## src/hw/tpw_pkg.sv

```systemverilog
// package for the 8-bit timer pwm waveform block: map, fields, reset values
package tpw_pkg;

    // register byte offsets on the wishbone bus
    localparam logic [3:0] ADDR_CTRL    = 4'h0;
    localparam logic [3:0] ADDR_CMP_A   = 4'h4;
    localparam logic [3:0] ADDR_CMP_B   = 4'h8;
    localparam logic [3:0] ADDR_STATUS  = 4'hC;

    // control register field positions
    localparam int CTRL_WGM_LSB    = 0;
    localparam int CTRL_PRESC_LSB  = 4;
    localparam int CTRL_COMB_LSB   = 8;
    localparam int CTRL_COMA_LSB   = 10;

    // status register field positions (write one to clear)
    localparam int STAT_OVF_BIT    = 0;
    localparam int STAT_CMPA_BIT   = 1;
    localparam int STAT_CMPB_BIT   = 2;
    localparam int STAT_CNT_LSB    = 8;

    // waveform mode encodings
    localparam logic [2:0] WGM_PC_FF    = 3'h1;
    localparam logic [2:0] WGM_FAST_FF  = 3'h3;
    localparam logic [2:0] WGM_PC_OCA   = 3'h5;
    localparam logic [2:0] WGM_FAST_OCA = 3'h7;

    // compare output mode encodings
    localparam logic [1:0] COM_OFF    = 2'h0;
    localparam logic [1:0] COM_TOGGLE = 2'h1;
    localparam logic [1:0] COM_NONINV = 2'h2;
    localparam logic [1:0] COM_INV    = 2'h3;

    localparam logic [7:0] CNT_BOTTOM = 8'h00;
    localparam logic [7:0] CNT_MAX    = 8'hFF;

    // prescale selects: 0 stop, 1..5 divide by 1, 8, 64, 256, 1024
    localparam logic [2:0] PRESC_STOP = 3'h0;
    localparam logic [2:0] PRESC_1    = 3'h1;
    localparam logic [2:0] PRESC_8    = 3'h2;
    localparam logic [2:0] PRESC_64   = 3'h3;
    localparam logic [2:0] PRESC_256  = 3'h4;
    localparam logic [2:0] PRESC_1024 = 3'h5;
    localparam int         PRESC_W    = 10;

    localparam logic [31:0] RST_ZERO  = 32'h0000_0000;

    typedef struct packed {
        logic [1:0] com_a;
        logic [1:0] com_b;
        logic [2:0] presc;
        logic [2:0] wgm;
    } tpw_ctrl_s;

endpackage : tpw_pkg

```

## src/hw/tpw_prescaler.sv

```systemverilog
// prescaler: one-cycle timer clock enable pulses from the io clock
`timescale 1ns/1ns
module tpw_prescaler
(
    input  wire logic       ref_clk,
    input  wire logic       rst_b,
    input  wire logic [2:0] presc_sel,
    output logic            tick
);

    logic [tpw_pkg::PRESC_W-1:0] div_ff;
    logic                        hit;

    ////////////////////////////////////////////////////////////////////////
    always_ff @(posedge ref_clk)
    begin
        if (!rst_b)
            div_ff <= '0;
        else
            div_ff <= div_ff + 1'b1;
    end

    always_comb
    begin
        case (presc_sel)
            tpw_pkg::PRESC_1:    hit = 1'b1;
            tpw_pkg::PRESC_8:    hit = (div_ff[2:0] == 3'h7);
            tpw_pkg::PRESC_64:   hit = (div_ff[5:0] == 6'h3F);
            tpw_pkg::PRESC_256:  hit = (div_ff[7:0] == 8'hFF);
            tpw_pkg::PRESC_1024: hit = (div_ff == 10'h3FF);
            default:             hit = 1'b0;
        endcase
    end

    // enable, not a derived clock, keeps the timer fully synchronous
    assign tick = hit;

endmodule : tpw_prescaler

```

## src/hw/tpw_wave_ch.sv

```systemverilog
// one compare channel: match detect and waveform output register
`timescale 1ns/1ns
module tpw_wave_ch
(
    input  wire logic       ref_clk,
    input  wire logic       rst_b,
    input  wire logic       tick,
    input  wire logic       fast,
    input  wire logic       pc,
    input  wire logic       wgm2,
    input  wire logic       toggle_ok,
    input  wire logic [1:0] com,
    input  wire logic [7:0] cnt,
    input  wire logic [7:0] top,
    input  wire logic [7:0] cmp,
    input  wire logic       up,
    input  wire logic       at_top,
    input  wire logic       at_bottom,
    output logic            match,
    output logic            wave_ff
);

    logic nxt_wave;
    logic inv;
    logic cmp_is_top;

    assign match      = tick && (cnt == cmp);
    assign inv        = (com == tpw_pkg::COM_INV);
    assign cmp_is_top = (cmp == top);

    ////////////////////////////////////////////////////////////////////////
    always_comb
    begin
        nxt_wave = wave_ff;
        if (tick && com == tpw_pkg::COM_TOGGLE && wgm2 && toggle_ok && match)
            nxt_wave = ~wave_ff;
        else if (tick && com[1] && fast)
        begin
            // match at top is ignored; level decided at the wrap
            if (at_top)
                nxt_wave = ~inv;
            else if (match)
                nxt_wave = inv;
        end
        else if (tick && com[1] && pc)
        begin
            if (cmp_is_top && at_top)
                nxt_wave = ~inv;
            // a match at bottom is the turnaround; the bottom branches own it
            else if (match && !cmp_is_top && !at_bottom)
                nxt_wave = up ? inv : ~inv;
            else if (at_bottom && cmp != tpw_pkg::CNT_BOTTOM)
                // restore down-count match result at bottom for symmetry
                nxt_wave = ~inv;
            else if (at_bottom)
                nxt_wave = inv;
        end
    end

    always_ff @(posedge ref_clk)
    begin
        if (!rst_b)
            wave_ff <= 1'b0;
        else
            wave_ff <= nxt_wave;
    end

endmodule : tpw_wave_ch

```

## src/hw/tpw_timer.sv

```systemverilog
// top: 8-bit timer with fast and phase correct pwm, wishbone registers
`timescale 1ns/1ns
//
// Summary of operation
// - mode 3 or 7 selects fast pwm, counting up bottom to top.
// - fast pwm top is 0xFF in mode 3, compare a in mode 7.
// - fast pwm: mode 2 clears on match sets at bottom; 3 inverts.
// - counter clears the cycle after top; bottom output change then.
// - fast pwm sets overflow flag whenever counter reaches top.
// - fast pwm: channel a mode 1 with bit 2 toggles; b cannot.
// - fast pwm: compare a bottom gives spike; max gives steady level.
// - toggle mode gives 50% square wave, fastest at compare zero.
// - compare values are double buffered in pwm modes.
// - top 0xFF gives 256 timer cycle fast pwm period.
// - mode 1 or 5 selects phase correct pwm, up then down.
// - phase correct top is 0xFF in mode 1, compare a in 5.
// - phase correct: mode 2 clears on up match, sets down; 3 inverts.
// - counter reverses at top, holding top for one timer cycle.
// - phase correct sets overflow flag at bottom.
// - phase correct: channel a mode 1 with bit 2 toggles; b cannot.
// - top 0xFF gives 510 timer cycle phase correct period.
// - compare bottom gives steady low, max steady high; inverted opposite.
// - reaching max, output flips at the next bottom without match.
// - missed down match still applied at bottom for symmetry.
// - timer clock is an enable on the io clock, not a clock.
// - reset clears the channel output registers to zero.
//
module tpw_timer
(
    input  wire logic        ref_clk,
    input  wire logic        rst_b,
    input  wire logic        wb_cyc_i,
    input  wire logic        wb_stb_i,
    input  wire logic        wb_we_i,
    input  wire logic [3:0]  wb_adr_i,
    input  wire logic [3:0]  wb_sel_i,
    input  wire logic [31:0] wb_dat_i,
    output logic [31:0]      wb_dat_o,
    output logic             wb_ack_o,
    output logic             wb_err_o,
    output logic             channel_a_output,
    output logic             channel_b_output,
    output logic             channel_a_oe,
    output logic             channel_b_oe
);

    tpw_pkg::tpw_ctrl_s ctrl_ff;
    logic [7:0]         cmp_a_buf_ff;
    logic [7:0]         cmp_b_buf_ff;
    logic [7:0]         cmp_a_ff;
    logic [7:0]         cmp_b_ff;
    logic [7:0]         counter_value_ff;
    logic               up_ff;
    logic               overflow_flag_ff;
    logic               compare_a_flag_ff;
    logic               compare_b_flag_ff;
    logic               ack_ff;
    logic               err_ff;
    logic [31:0]        rdata_ff;
    logic               out_a_ff;
    logic               out_b_ff;
    logic               oe_a_ff;
    logic               oe_b_ff;

    logic               timer_clock_enable;
    logic               fast;
    logic               pc;
    logic [7:0]         top;
    logic               at_top;
    logic               at_bottom;
    logic               match_a;
    logic               match_b;
    logic               wave_a;
    logic               wave_b;
    logic               wr;
    logic               rd;
    logic               mapped;
    logic               ovf_set;
    logic               update_cmp;
    logic [31:0]        nxt_rdata;

    ////////////////////////////////////////////////////////////////////////
    // mode decode
    assign fast = (ctrl_ff.wgm == tpw_pkg::WGM_FAST_FF)
               || (ctrl_ff.wgm == tpw_pkg::WGM_FAST_OCA);
    assign pc   = (ctrl_ff.wgm == tpw_pkg::WGM_PC_FF)
               || (ctrl_ff.wgm == tpw_pkg::WGM_PC_OCA);
    assign top  = ctrl_ff.wgm[2] ? cmp_a_ff : tpw_pkg::CNT_MAX;
    assign at_top    = (counter_value_ff == top);
    assign at_bottom = (counter_value_ff == tpw_pkg::CNT_BOTTOM);

    tpw_prescaler u_presc
    (
        .ref_clk   (ref_clk),
        .rst_b     (rst_b),
        .presc_sel (ctrl_ff.presc),
        .tick      (timer_clock_enable)
    );

    ////////////////////////////////////////////////////////////////////////
    // counter: with top 0xFF, 256 cycles per fast period, 510 per phase correct period
    always_ff @(posedge ref_clk)
    begin
        if (!rst_b)
        begin
            counter_value_ff <= tpw_pkg::CNT_BOTTOM;
            up_ff            <= 1'b1;
        end
        else if (timer_clock_enable)
        begin
            if (pc)
            begin
                if (up_ff && at_top)
                begin
                    up_ff            <= 1'b0;
                    counter_value_ff <= counter_value_ff - 8'h01;
                end
                else if (!up_ff && at_bottom)
                begin
                    up_ff            <= 1'b1;
                    counter_value_ff <= counter_value_ff + 8'h01;
                end
                else if (up_ff)
                    counter_value_ff <= counter_value_ff + 8'h01;
                else
                    counter_value_ff <= counter_value_ff - 8'h01;
            end
            else
            begin
                up_ff <= 1'b1;
                if (fast && at_top)
                    counter_value_ff <= tpw_pkg::CNT_BOTTOM;
                else
                    counter_value_ff <= counter_value_ff + 8'h01;
            end
        end
    end

    ////////////////////////////////////////////////////////////////////////
    // double buffer: the compare values load at top in pwm modes
    assign update_cmp = !(fast || pc) || (timer_clock_enable && at_top);

    always_ff @(posedge ref_clk)
    begin
        if (!rst_b)
        begin
            cmp_a_ff <= 8'h00;
            cmp_b_ff <= 8'h00;
        end
        else if (update_cmp)
        begin
            cmp_a_ff <= cmp_a_buf_ff;
            cmp_b_ff <= cmp_b_buf_ff;
        end
    end

    ////////////////////////////////////////////////////////////////////////
    // waveform channels; only channel a may toggle
    tpw_wave_ch u_ch_a
    (
        .ref_clk   (ref_clk),
        .rst_b     (rst_b),
        .tick      (timer_clock_enable),
        .fast      (fast),
        .pc        (pc),
        .wgm2      (ctrl_ff.wgm[2]),
        .toggle_ok (1'b1),
        .com       (ctrl_ff.com_a),
        .cnt       (counter_value_ff),
        .top       (top),
        .cmp       (cmp_a_ff),
        .up        (up_ff),
        .at_top    (at_top),
        .at_bottom (at_bottom),
        .match     (match_a),
        .wave_ff   (wave_a)
    );

    tpw_wave_ch u_ch_b
    (
        .ref_clk   (ref_clk),
        .rst_b     (rst_b),
        .tick      (timer_clock_enable),
        .fast      (fast),
        .pc        (pc),
        .wgm2      (ctrl_ff.wgm[2]),
        .toggle_ok (1'b0),
        .com       (ctrl_ff.com_b),
        .cnt       (counter_value_ff),
        .top       (top),
        .cmp       (cmp_b_ff),
        .up        (up_ff),
        .at_top    (at_top),
        .at_bottom (at_bottom),
        .match     (match_b),
        .wave_ff   (wave_b)
    );

    // pins follow the waveform register one cycle late so outputs are flopped
    always_ff @(posedge ref_clk)
    begin
        if (!rst_b)
        begin
            out_a_ff <= 1'b0;
            out_b_ff <= 1'b0;
            oe_a_ff  <= 1'b0;
            oe_b_ff  <= 1'b0;
        end
        else
        begin
            out_a_ff <= wave_a;
            out_b_ff <= wave_b;
            oe_a_ff  <= (ctrl_ff.com_a != tpw_pkg::COM_OFF);
            oe_b_ff  <= (ctrl_ff.com_b != tpw_pkg::COM_OFF);
        end
    end

    ////////////////////////////////////////////////////////////////////////
    // flags: overflow at top in fast, at bottom in phase correct
    assign ovf_set = timer_clock_enable
                  && ((fast && at_top)
                   || (pc && at_bottom && !up_ff)
                   || (!fast && !pc && counter_value_ff == tpw_pkg::CNT_MAX));

    assign wr     = wb_cyc_i && wb_stb_i && wb_we_i && !ack_ff && !err_ff;
    assign rd     = wb_cyc_i && wb_stb_i && !wb_we_i && !ack_ff && !err_ff;
    assign mapped = (wb_adr_i == tpw_pkg::ADDR_CTRL) || (wb_adr_i == tpw_pkg::ADDR_CMP_A)
                 || (wb_adr_i == tpw_pkg::ADDR_CMP_B) || (wb_adr_i == tpw_pkg::ADDR_STATUS);

    // set wins over a write-one clear in the same cycle
    always_ff @(posedge ref_clk)
    begin
        if (!rst_b)
        begin
            overflow_flag_ff  <= 1'b0;
            compare_a_flag_ff <= 1'b0;
            compare_b_flag_ff <= 1'b0;
        end
        else
        begin
            if (ovf_set)
                overflow_flag_ff <= 1'b1;
            else if (wr && wb_adr_i == tpw_pkg::ADDR_STATUS && wb_sel_i[0]
                     && wb_dat_i[tpw_pkg::STAT_OVF_BIT])
                overflow_flag_ff <= 1'b0;
            if (match_a)
                compare_a_flag_ff <= 1'b1;
            else if (wr && wb_adr_i == tpw_pkg::ADDR_STATUS && wb_sel_i[0]
                     && wb_dat_i[tpw_pkg::STAT_CMPA_BIT])
                compare_a_flag_ff <= 1'b0;
            if (match_b)
                compare_b_flag_ff <= 1'b1;
            else if (wr && wb_adr_i == tpw_pkg::ADDR_STATUS && wb_sel_i[0]
                     && wb_dat_i[tpw_pkg::STAT_CMPB_BIT])
                compare_b_flag_ff <= 1'b0;
        end
    end

    ////////////////////////////////////////////////////////////////////////
    // register writes
    always_ff @(posedge ref_clk)
    begin
        if (!rst_b)
        begin
            ctrl_ff      <= '0;
            cmp_a_buf_ff <= 8'h00;
            cmp_b_buf_ff <= 8'h00;
        end
        else if (wr)
        begin
            if (wb_adr_i == tpw_pkg::ADDR_CTRL && wb_sel_i[0])
            begin
                ctrl_ff.wgm   <= wb_dat_i[tpw_pkg::CTRL_WGM_LSB +: 3];
                ctrl_ff.presc <= wb_dat_i[tpw_pkg::CTRL_PRESC_LSB +: 3];
            end
            if (wb_adr_i == tpw_pkg::ADDR_CTRL && wb_sel_i[1])
            begin
                ctrl_ff.com_b <= wb_dat_i[tpw_pkg::CTRL_COMB_LSB +: 2];
                ctrl_ff.com_a <= wb_dat_i[tpw_pkg::CTRL_COMA_LSB +: 2];
            end
            if (wb_adr_i == tpw_pkg::ADDR_CMP_A && wb_sel_i[0])
                cmp_a_buf_ff <= wb_dat_i[7:0];
            if (wb_adr_i == tpw_pkg::ADDR_CMP_B && wb_sel_i[0])
                cmp_b_buf_ff <= wb_dat_i[7:0];
        end
    end

    ////////////////////////////////////////////////////////////////////////
    // read mux and single-wait acknowledge; unmapped addresses get err
    always_comb
    begin
        nxt_rdata = tpw_pkg::RST_ZERO;
        case (wb_adr_i)
            tpw_pkg::ADDR_CTRL:
            begin
                nxt_rdata[tpw_pkg::CTRL_WGM_LSB +: 3]   = ctrl_ff.wgm;
                nxt_rdata[tpw_pkg::CTRL_PRESC_LSB +: 3] = ctrl_ff.presc;
                nxt_rdata[tpw_pkg::CTRL_COMB_LSB +: 2]  = ctrl_ff.com_b;
                nxt_rdata[tpw_pkg::CTRL_COMA_LSB +: 2]  = ctrl_ff.com_a;
            end
            tpw_pkg::ADDR_CMP_A:  nxt_rdata[7:0] = cmp_a_buf_ff;
            tpw_pkg::ADDR_CMP_B:  nxt_rdata[7:0] = cmp_b_buf_ff;
            tpw_pkg::ADDR_STATUS:
            begin
                nxt_rdata[tpw_pkg::STAT_OVF_BIT]        = overflow_flag_ff;
                nxt_rdata[tpw_pkg::STAT_CMPA_BIT]       = compare_a_flag_ff;
                nxt_rdata[tpw_pkg::STAT_CMPB_BIT]       = compare_b_flag_ff;
                nxt_rdata[tpw_pkg::STAT_CNT_LSB +: 8]   = counter_value_ff;
            end
            default:              nxt_rdata = tpw_pkg::RST_ZERO;
        endcase
    end

    always_ff @(posedge ref_clk)
    begin
        if (!rst_b)
        begin
            ack_ff   <= 1'b0;
            err_ff   <= 1'b0;
            rdata_ff <= tpw_pkg::RST_ZERO;
        end
        else
        begin
            ack_ff   <= (wr || rd) && mapped;
            err_ff   <= (wr || rd) && !mapped;
            rdata_ff <= rd ? nxt_rdata : tpw_pkg::RST_ZERO;
        end
    end

    assign wb_ack_o         = ack_ff;
    assign wb_err_o         = err_ff;
    assign wb_dat_o         = rdata_ff;
    assign channel_a_output = out_a_ff;
    assign channel_b_output = out_b_ff;
    assign channel_a_oe     = oe_a_ff;
    assign channel_b_oe     = oe_b_ff;

endmodule : tpw_timer

```

## config.mk

```make
export PLATFORM = sky130hd
export DESIGN_NAME = tpw_timer
export DESIGN_NICKNAME = d
export VERILOG_FILES = /design/src/hw/tpw_pkg.sv /design/src/hw/tpw_prescaler.sv /design/src/hw/tpw_wave_ch.sv /design/src/hw/tpw_timer.sv
export SDC_FILE = /design/constraint.sdc
export NUM_CORES = 1
export LEC_CHECK = 0
export ABC_AREA = 1
export ABC_CLOCK_PERIOD_IN_PS = 3700
export BUFFER_PORTS_ARGS = -buffer_cell sky130_fd_sc_hd__buf_2
export CAP_MARGIN = 40
export CORE_ASPECT_RATIO = 1.25
export CORE_UTILIZATION = 55
export CTS_CLUSTER_SIZE = 30
export DETAILED_ROUTE_END_ITERATION = 10
export HOLD_SLACK_MARGIN = 0.03
export PLACE_DENSITY_LB_ADDON = 0.2
export SLEW_MARGIN = 20
export SYNTH_ARGS = -nofsm -noshare
export SYNTH_HDL_FRONTEND = slang
export SYNTH_SLANG_ARGS = --single-unit
```

## constraint.sdc

```tcl
create_clock -name ref_clk -period 3.7 [get_ports ref_clk]
set_input_delay 0.74 -clock ref_clk [delete_from_list [all_inputs] [get_ports ref_clk]]
set_output_delay 0.74 -clock ref_clk [all_outputs]
set_load 0.01 [all_outputs]
```

==> impl_metrics.env <==
export IMPL_drt_initial_drc_count=300
export IMPL_path_depth=12
export IMPL_route_detailed_drc=0
export IMPL_cts_max_level=3
export IMPL_relSlewSlack=0.5444
export IMPL_yosysTopAreaCell="dfxtp_1"
export IMPL_synth_common_cells="142 x nand2_1, 88 x dfxtp_1, 85 x nor2_1"
export IMPL_critical_path_class="flop to flop"
export IMPL_grt_ovfl_total=0
export IMPL_dr_total_vias=4274
export IMPL_hold_class="flop to flop"
export IMPL_place_congestion=0.8920
export IMPL_cp_data_arrival_time_ns=2.81
export IMPL_post_route_min_period_ns=2.542
export IMPL_start_util=0.5767
export IMPL_wl_per_cell_um=14.61
export IMPL_wl_um=11500
export IMPL_ys_seq_area_frac=0.3876
export IMPL_path_buf_inv=2
export IMPL_finClkSkew_ns=0.007293
export IMPL_dp_hpwl_um=8464
export IMPL_ff2ff_path_depth=12
export IMPL_syn_to_final_growth_pct=7.790
export IMPL_rr_endpoint="cmp_b_ff[3]"
export IMPL_critical_path_top_delay_family="simple AND/OR/NAND/NOR gates"
export IMPL_die_h_um=103.6
export IMPL_grt_setup_unrepaired="false"
export IMPL_core_rowCount=36
export IMPL_vdd_drop_max_uv=248.6
export IMPL_run_status="finished, final reports clean"
export IMPL_fmax_mhz=393.4
export IMPL_synth_cells=653
export IMPL_p_leak_uw=0.002214
export IMPL_slowest_stage="a21oi_4"
export IMPL_p_per_area_mw_per_mm2=333.9
export IMPL_ys_ff_latch=88
export IMPL_dieArea_mm2=0.008634
export IMPL_dp_cells=772
export IMPL_cts_tree="built"
export IMPL_first_pass_iters=5
export IMPL_yosys_warnings=0
export IMPL_cts_resized=0
export IMPL_diodes=0
export IMPL_final_setup_tns_ns=0
export IMPL_synth_edf_count=0
export IMPL_coreArea_mm2=0.007883
export IMPL_clock_sinks=88
export IMPL_pwr_share_clk=0.372
export IMPL_tightest_slew_ns=0.6825
export IMPL_grt_pass1_vias=4050
export IMPL_critPathRequiredTime_ns=3.97
export IMPL_path_common_cell="nand2_1"
export IMPL_power_frac_seq=0.584
export IMPL_internal_power_uw=1248
export IMPL_max_stage_delay_ns=0.45
export IMPL_grt_max_degree=57
export IMPL_drive_gt1_frac=0.1243
export IMPL_antenna_found_initial=0
export IMPL_track_usage=0.2804
export IMPL_r2r_start="u_presc.div_ff[0]"
export IMPL_fin_crit_sh=0.6871
export IMPL_synthArstFlopShare=0
export IMPL_insertion_delay_ns=0.37
export IMPL_final_cell_count_no_fill=787
export IMPL_maxCapViolCount=0
export IMPL_cts_hold_fix_buffers=0
export IMPL_yosysMostFrequentCell="nand2_1"
export IMPL_critPathLaunch="u_presc.div_ff[0]"
export IMPL_clockBufferDepth=2
export IMPL_ctsRootBufferMaster="clkbuf_8"
export IMPL_synth_area_top_cells="dfxtp_1 39%, nand2_1 12%, nor2_1 7.0%, o21ai_0 5.6%, a21oi_1 5.3%"
export IMPL_post_cts_setup_buffers=0
export IMPL_pin_count=83
export IMPL_final_nets=738
export IMPL_synthDistinctLibCells=39
export IMPL_slew_violations=0
export IMPL_path_cells="ha_1 > ha_1 > nand2_1 > nand2_1 > nand2_1 > o21ai_2 > nand2_1 > inv_2 > a21oi_4 > inv_1 > nor2_1 > nor2_1"
export IMPL_clkTransAtPathRegs_ns=0.08
export IMPL_synth_top_flop_cell="dfxtp_1"
export IMPL_vias_per_cell=5.431
export IMPL_crit_path_end_kind="flop"
export IMPL_avgSynthCellArea_um2=6.961
export IMPL_die_w_um=83.31
export IMPL_setup_viol=0
export IMPL_hold_viol=0
export IMPL_p_switching_uw=388.2
export IMPL_p_comb_frac=0.043
export IMPL_synthesis_area_mm2=0.004546
export IMPL_ant_nets=0
export IMPL_netSwitchingFraction=0.2373
export IMPL_grt_pass1_wl_um=19160
export IMPL_cp_max_fo=20
export IMPL_critPathCapture="cmp_b_ff[3]"
export IMPL_netlist_area_leader_share=0.3876
export IMPL_cp_start_kind="flop"
export IMPL_worst_r2r_setup_slack_ns=1.16
export IMPL_portBuffers=44
export IMPL_numCtsBuffers=9
-- sequential cells by signal, summed over array words and instances (netlist names), 8 cells and up --
register,cells
cmp_a_ff,8
cmp_a_buf_ff,8
ctrl_ff,10
cmp_b_buf_ff,8
u_presc.div_ff,10
cmp_b_ff,8
wb_dat_o,16
counter_value_ff,8
-- how the worst min path moves through the flow --
stage | startpoint | end | slack, ns | cells after the start
6_report | u_ch_a.wave_ff | channel_a_output | 0.43 | 2
5_1_grt | u_ch_a.wave_ff | channel_a_output | 0.45 | 2
4_1_cts | u_ch_a.wave_ff | channel_a_output | 0.43 | 2
3_5_place_dp | u_ch_a.wave_ff | channel_a_output | 0.43 | 2
3_3_place_gp | u_ch_a.wave_ff | channel_a_output | 0.42 | 2
2_1_floorplan | u_ch_b.wave_ff | channel_b_output | 0.40 | 2
-- cell type report --
cell class	instances	area (µm²)
repair buffers	47	242.7
well taps	95	118.9
clock buffers	12	155.1
flip-flops and latches	88	1762
clock inverters	3	17.52
fillers	739	2983
inverters	72	270.3
multi-input cells	470	2333
-- metal layers --
metal | vias to the layer above | GRT usage | wire length (µm)
li1 | 2149 | - | -
met1 | 1934 | 0.3360 | 4786
met2 | 157 | 0.4719 | 5723
met3 | 34 | 0.04382 | 591
met4 | 0 | 0.1638 | 401
met5 | - | 0 | 0
-- power groups by stage --
stage | Combinational, µW | Sequential [µW] | Clock [µW]
5_1_grt | 79.9 | 957 | 652
3_5_place_dp | 70.0 | 979 | 0
4_1_cts | 70.2 | 956 | 619
6_report | 70.9 | 956 | 609
2_1_floorplan | 56.4 | 977 | 0
3_3_place_gp | 68.7 | 978 | 0
-- placed cells by master (no fill, tap or decap), types with 3 or more instances in the layout --
cell type    n
nand4_1     10
nor4_1       3
o21ai_1      7
o21ai_0     51
buf_2       44
nor2_1      85
inv_2       12
clkbuf_8    11
buf_4        3
nor3_1       7
nand2_2      3
o22ai_1      5
conb_1      16
dfxtp_1     88
nand3_1     29
ha_1         5
o211ai_1     6
nand2_1    142
xor2_1      27
xnor2_1      5
inv_1       60
a21oi_1     48
-- worst reg2reg max path, delay by kind of cell (launching register included) --
kind,cells,cell delay [ns]
compound gates,2,0.52
fa+ha+maj,2,0.42
buf+inv,2,0.42
flops,1,0.33
simple gates,6,0.75
-- cell families (layout without fill, tap and decap cells) --
logic type | count (synthesis) | count (layout) | synth area share
other | 1 | 16 | 0.0008250
xor gates and xnor gates | 32 | 32 | 0.06166
and+or+nand+nor | 287 | 287 | 0.2664
buffers and inverters | 110 | 134 | 0.1115
AOI/OAI and AO/OA | 130 | 130 | 0.1583
DFF | 88 | 88 | 0.3876
adders and majority gates | 5 | 5 | 0.01376
-- metrics by stage --
| stage | area [µm²] | hold slack (ns) | worst slack [ns] | total power (µW) | util |
|---|---|---|---|---|---|
| after floorplan | 4602 | 0.4047 | 1.684 | 1034 | - |
| after global placement | 4727 | 0.4180 | 1.054 | 1047 | 0.5997 |
| after detailed placement | 4727 | 0.4270 | 0.9840 | 1049 | 0.5997 |
| after CTS | 4900 | 0.4340 | 1.173 | 1645 | 0.6216 |
| after global routing | 4900 | 0.4464 | 0.9256 | 1690 | 0.6216 |
| final | 4900 | 0.4316 | 1.158 | 1636 | 0.6216 |
(Power assumes the default switching activity.)
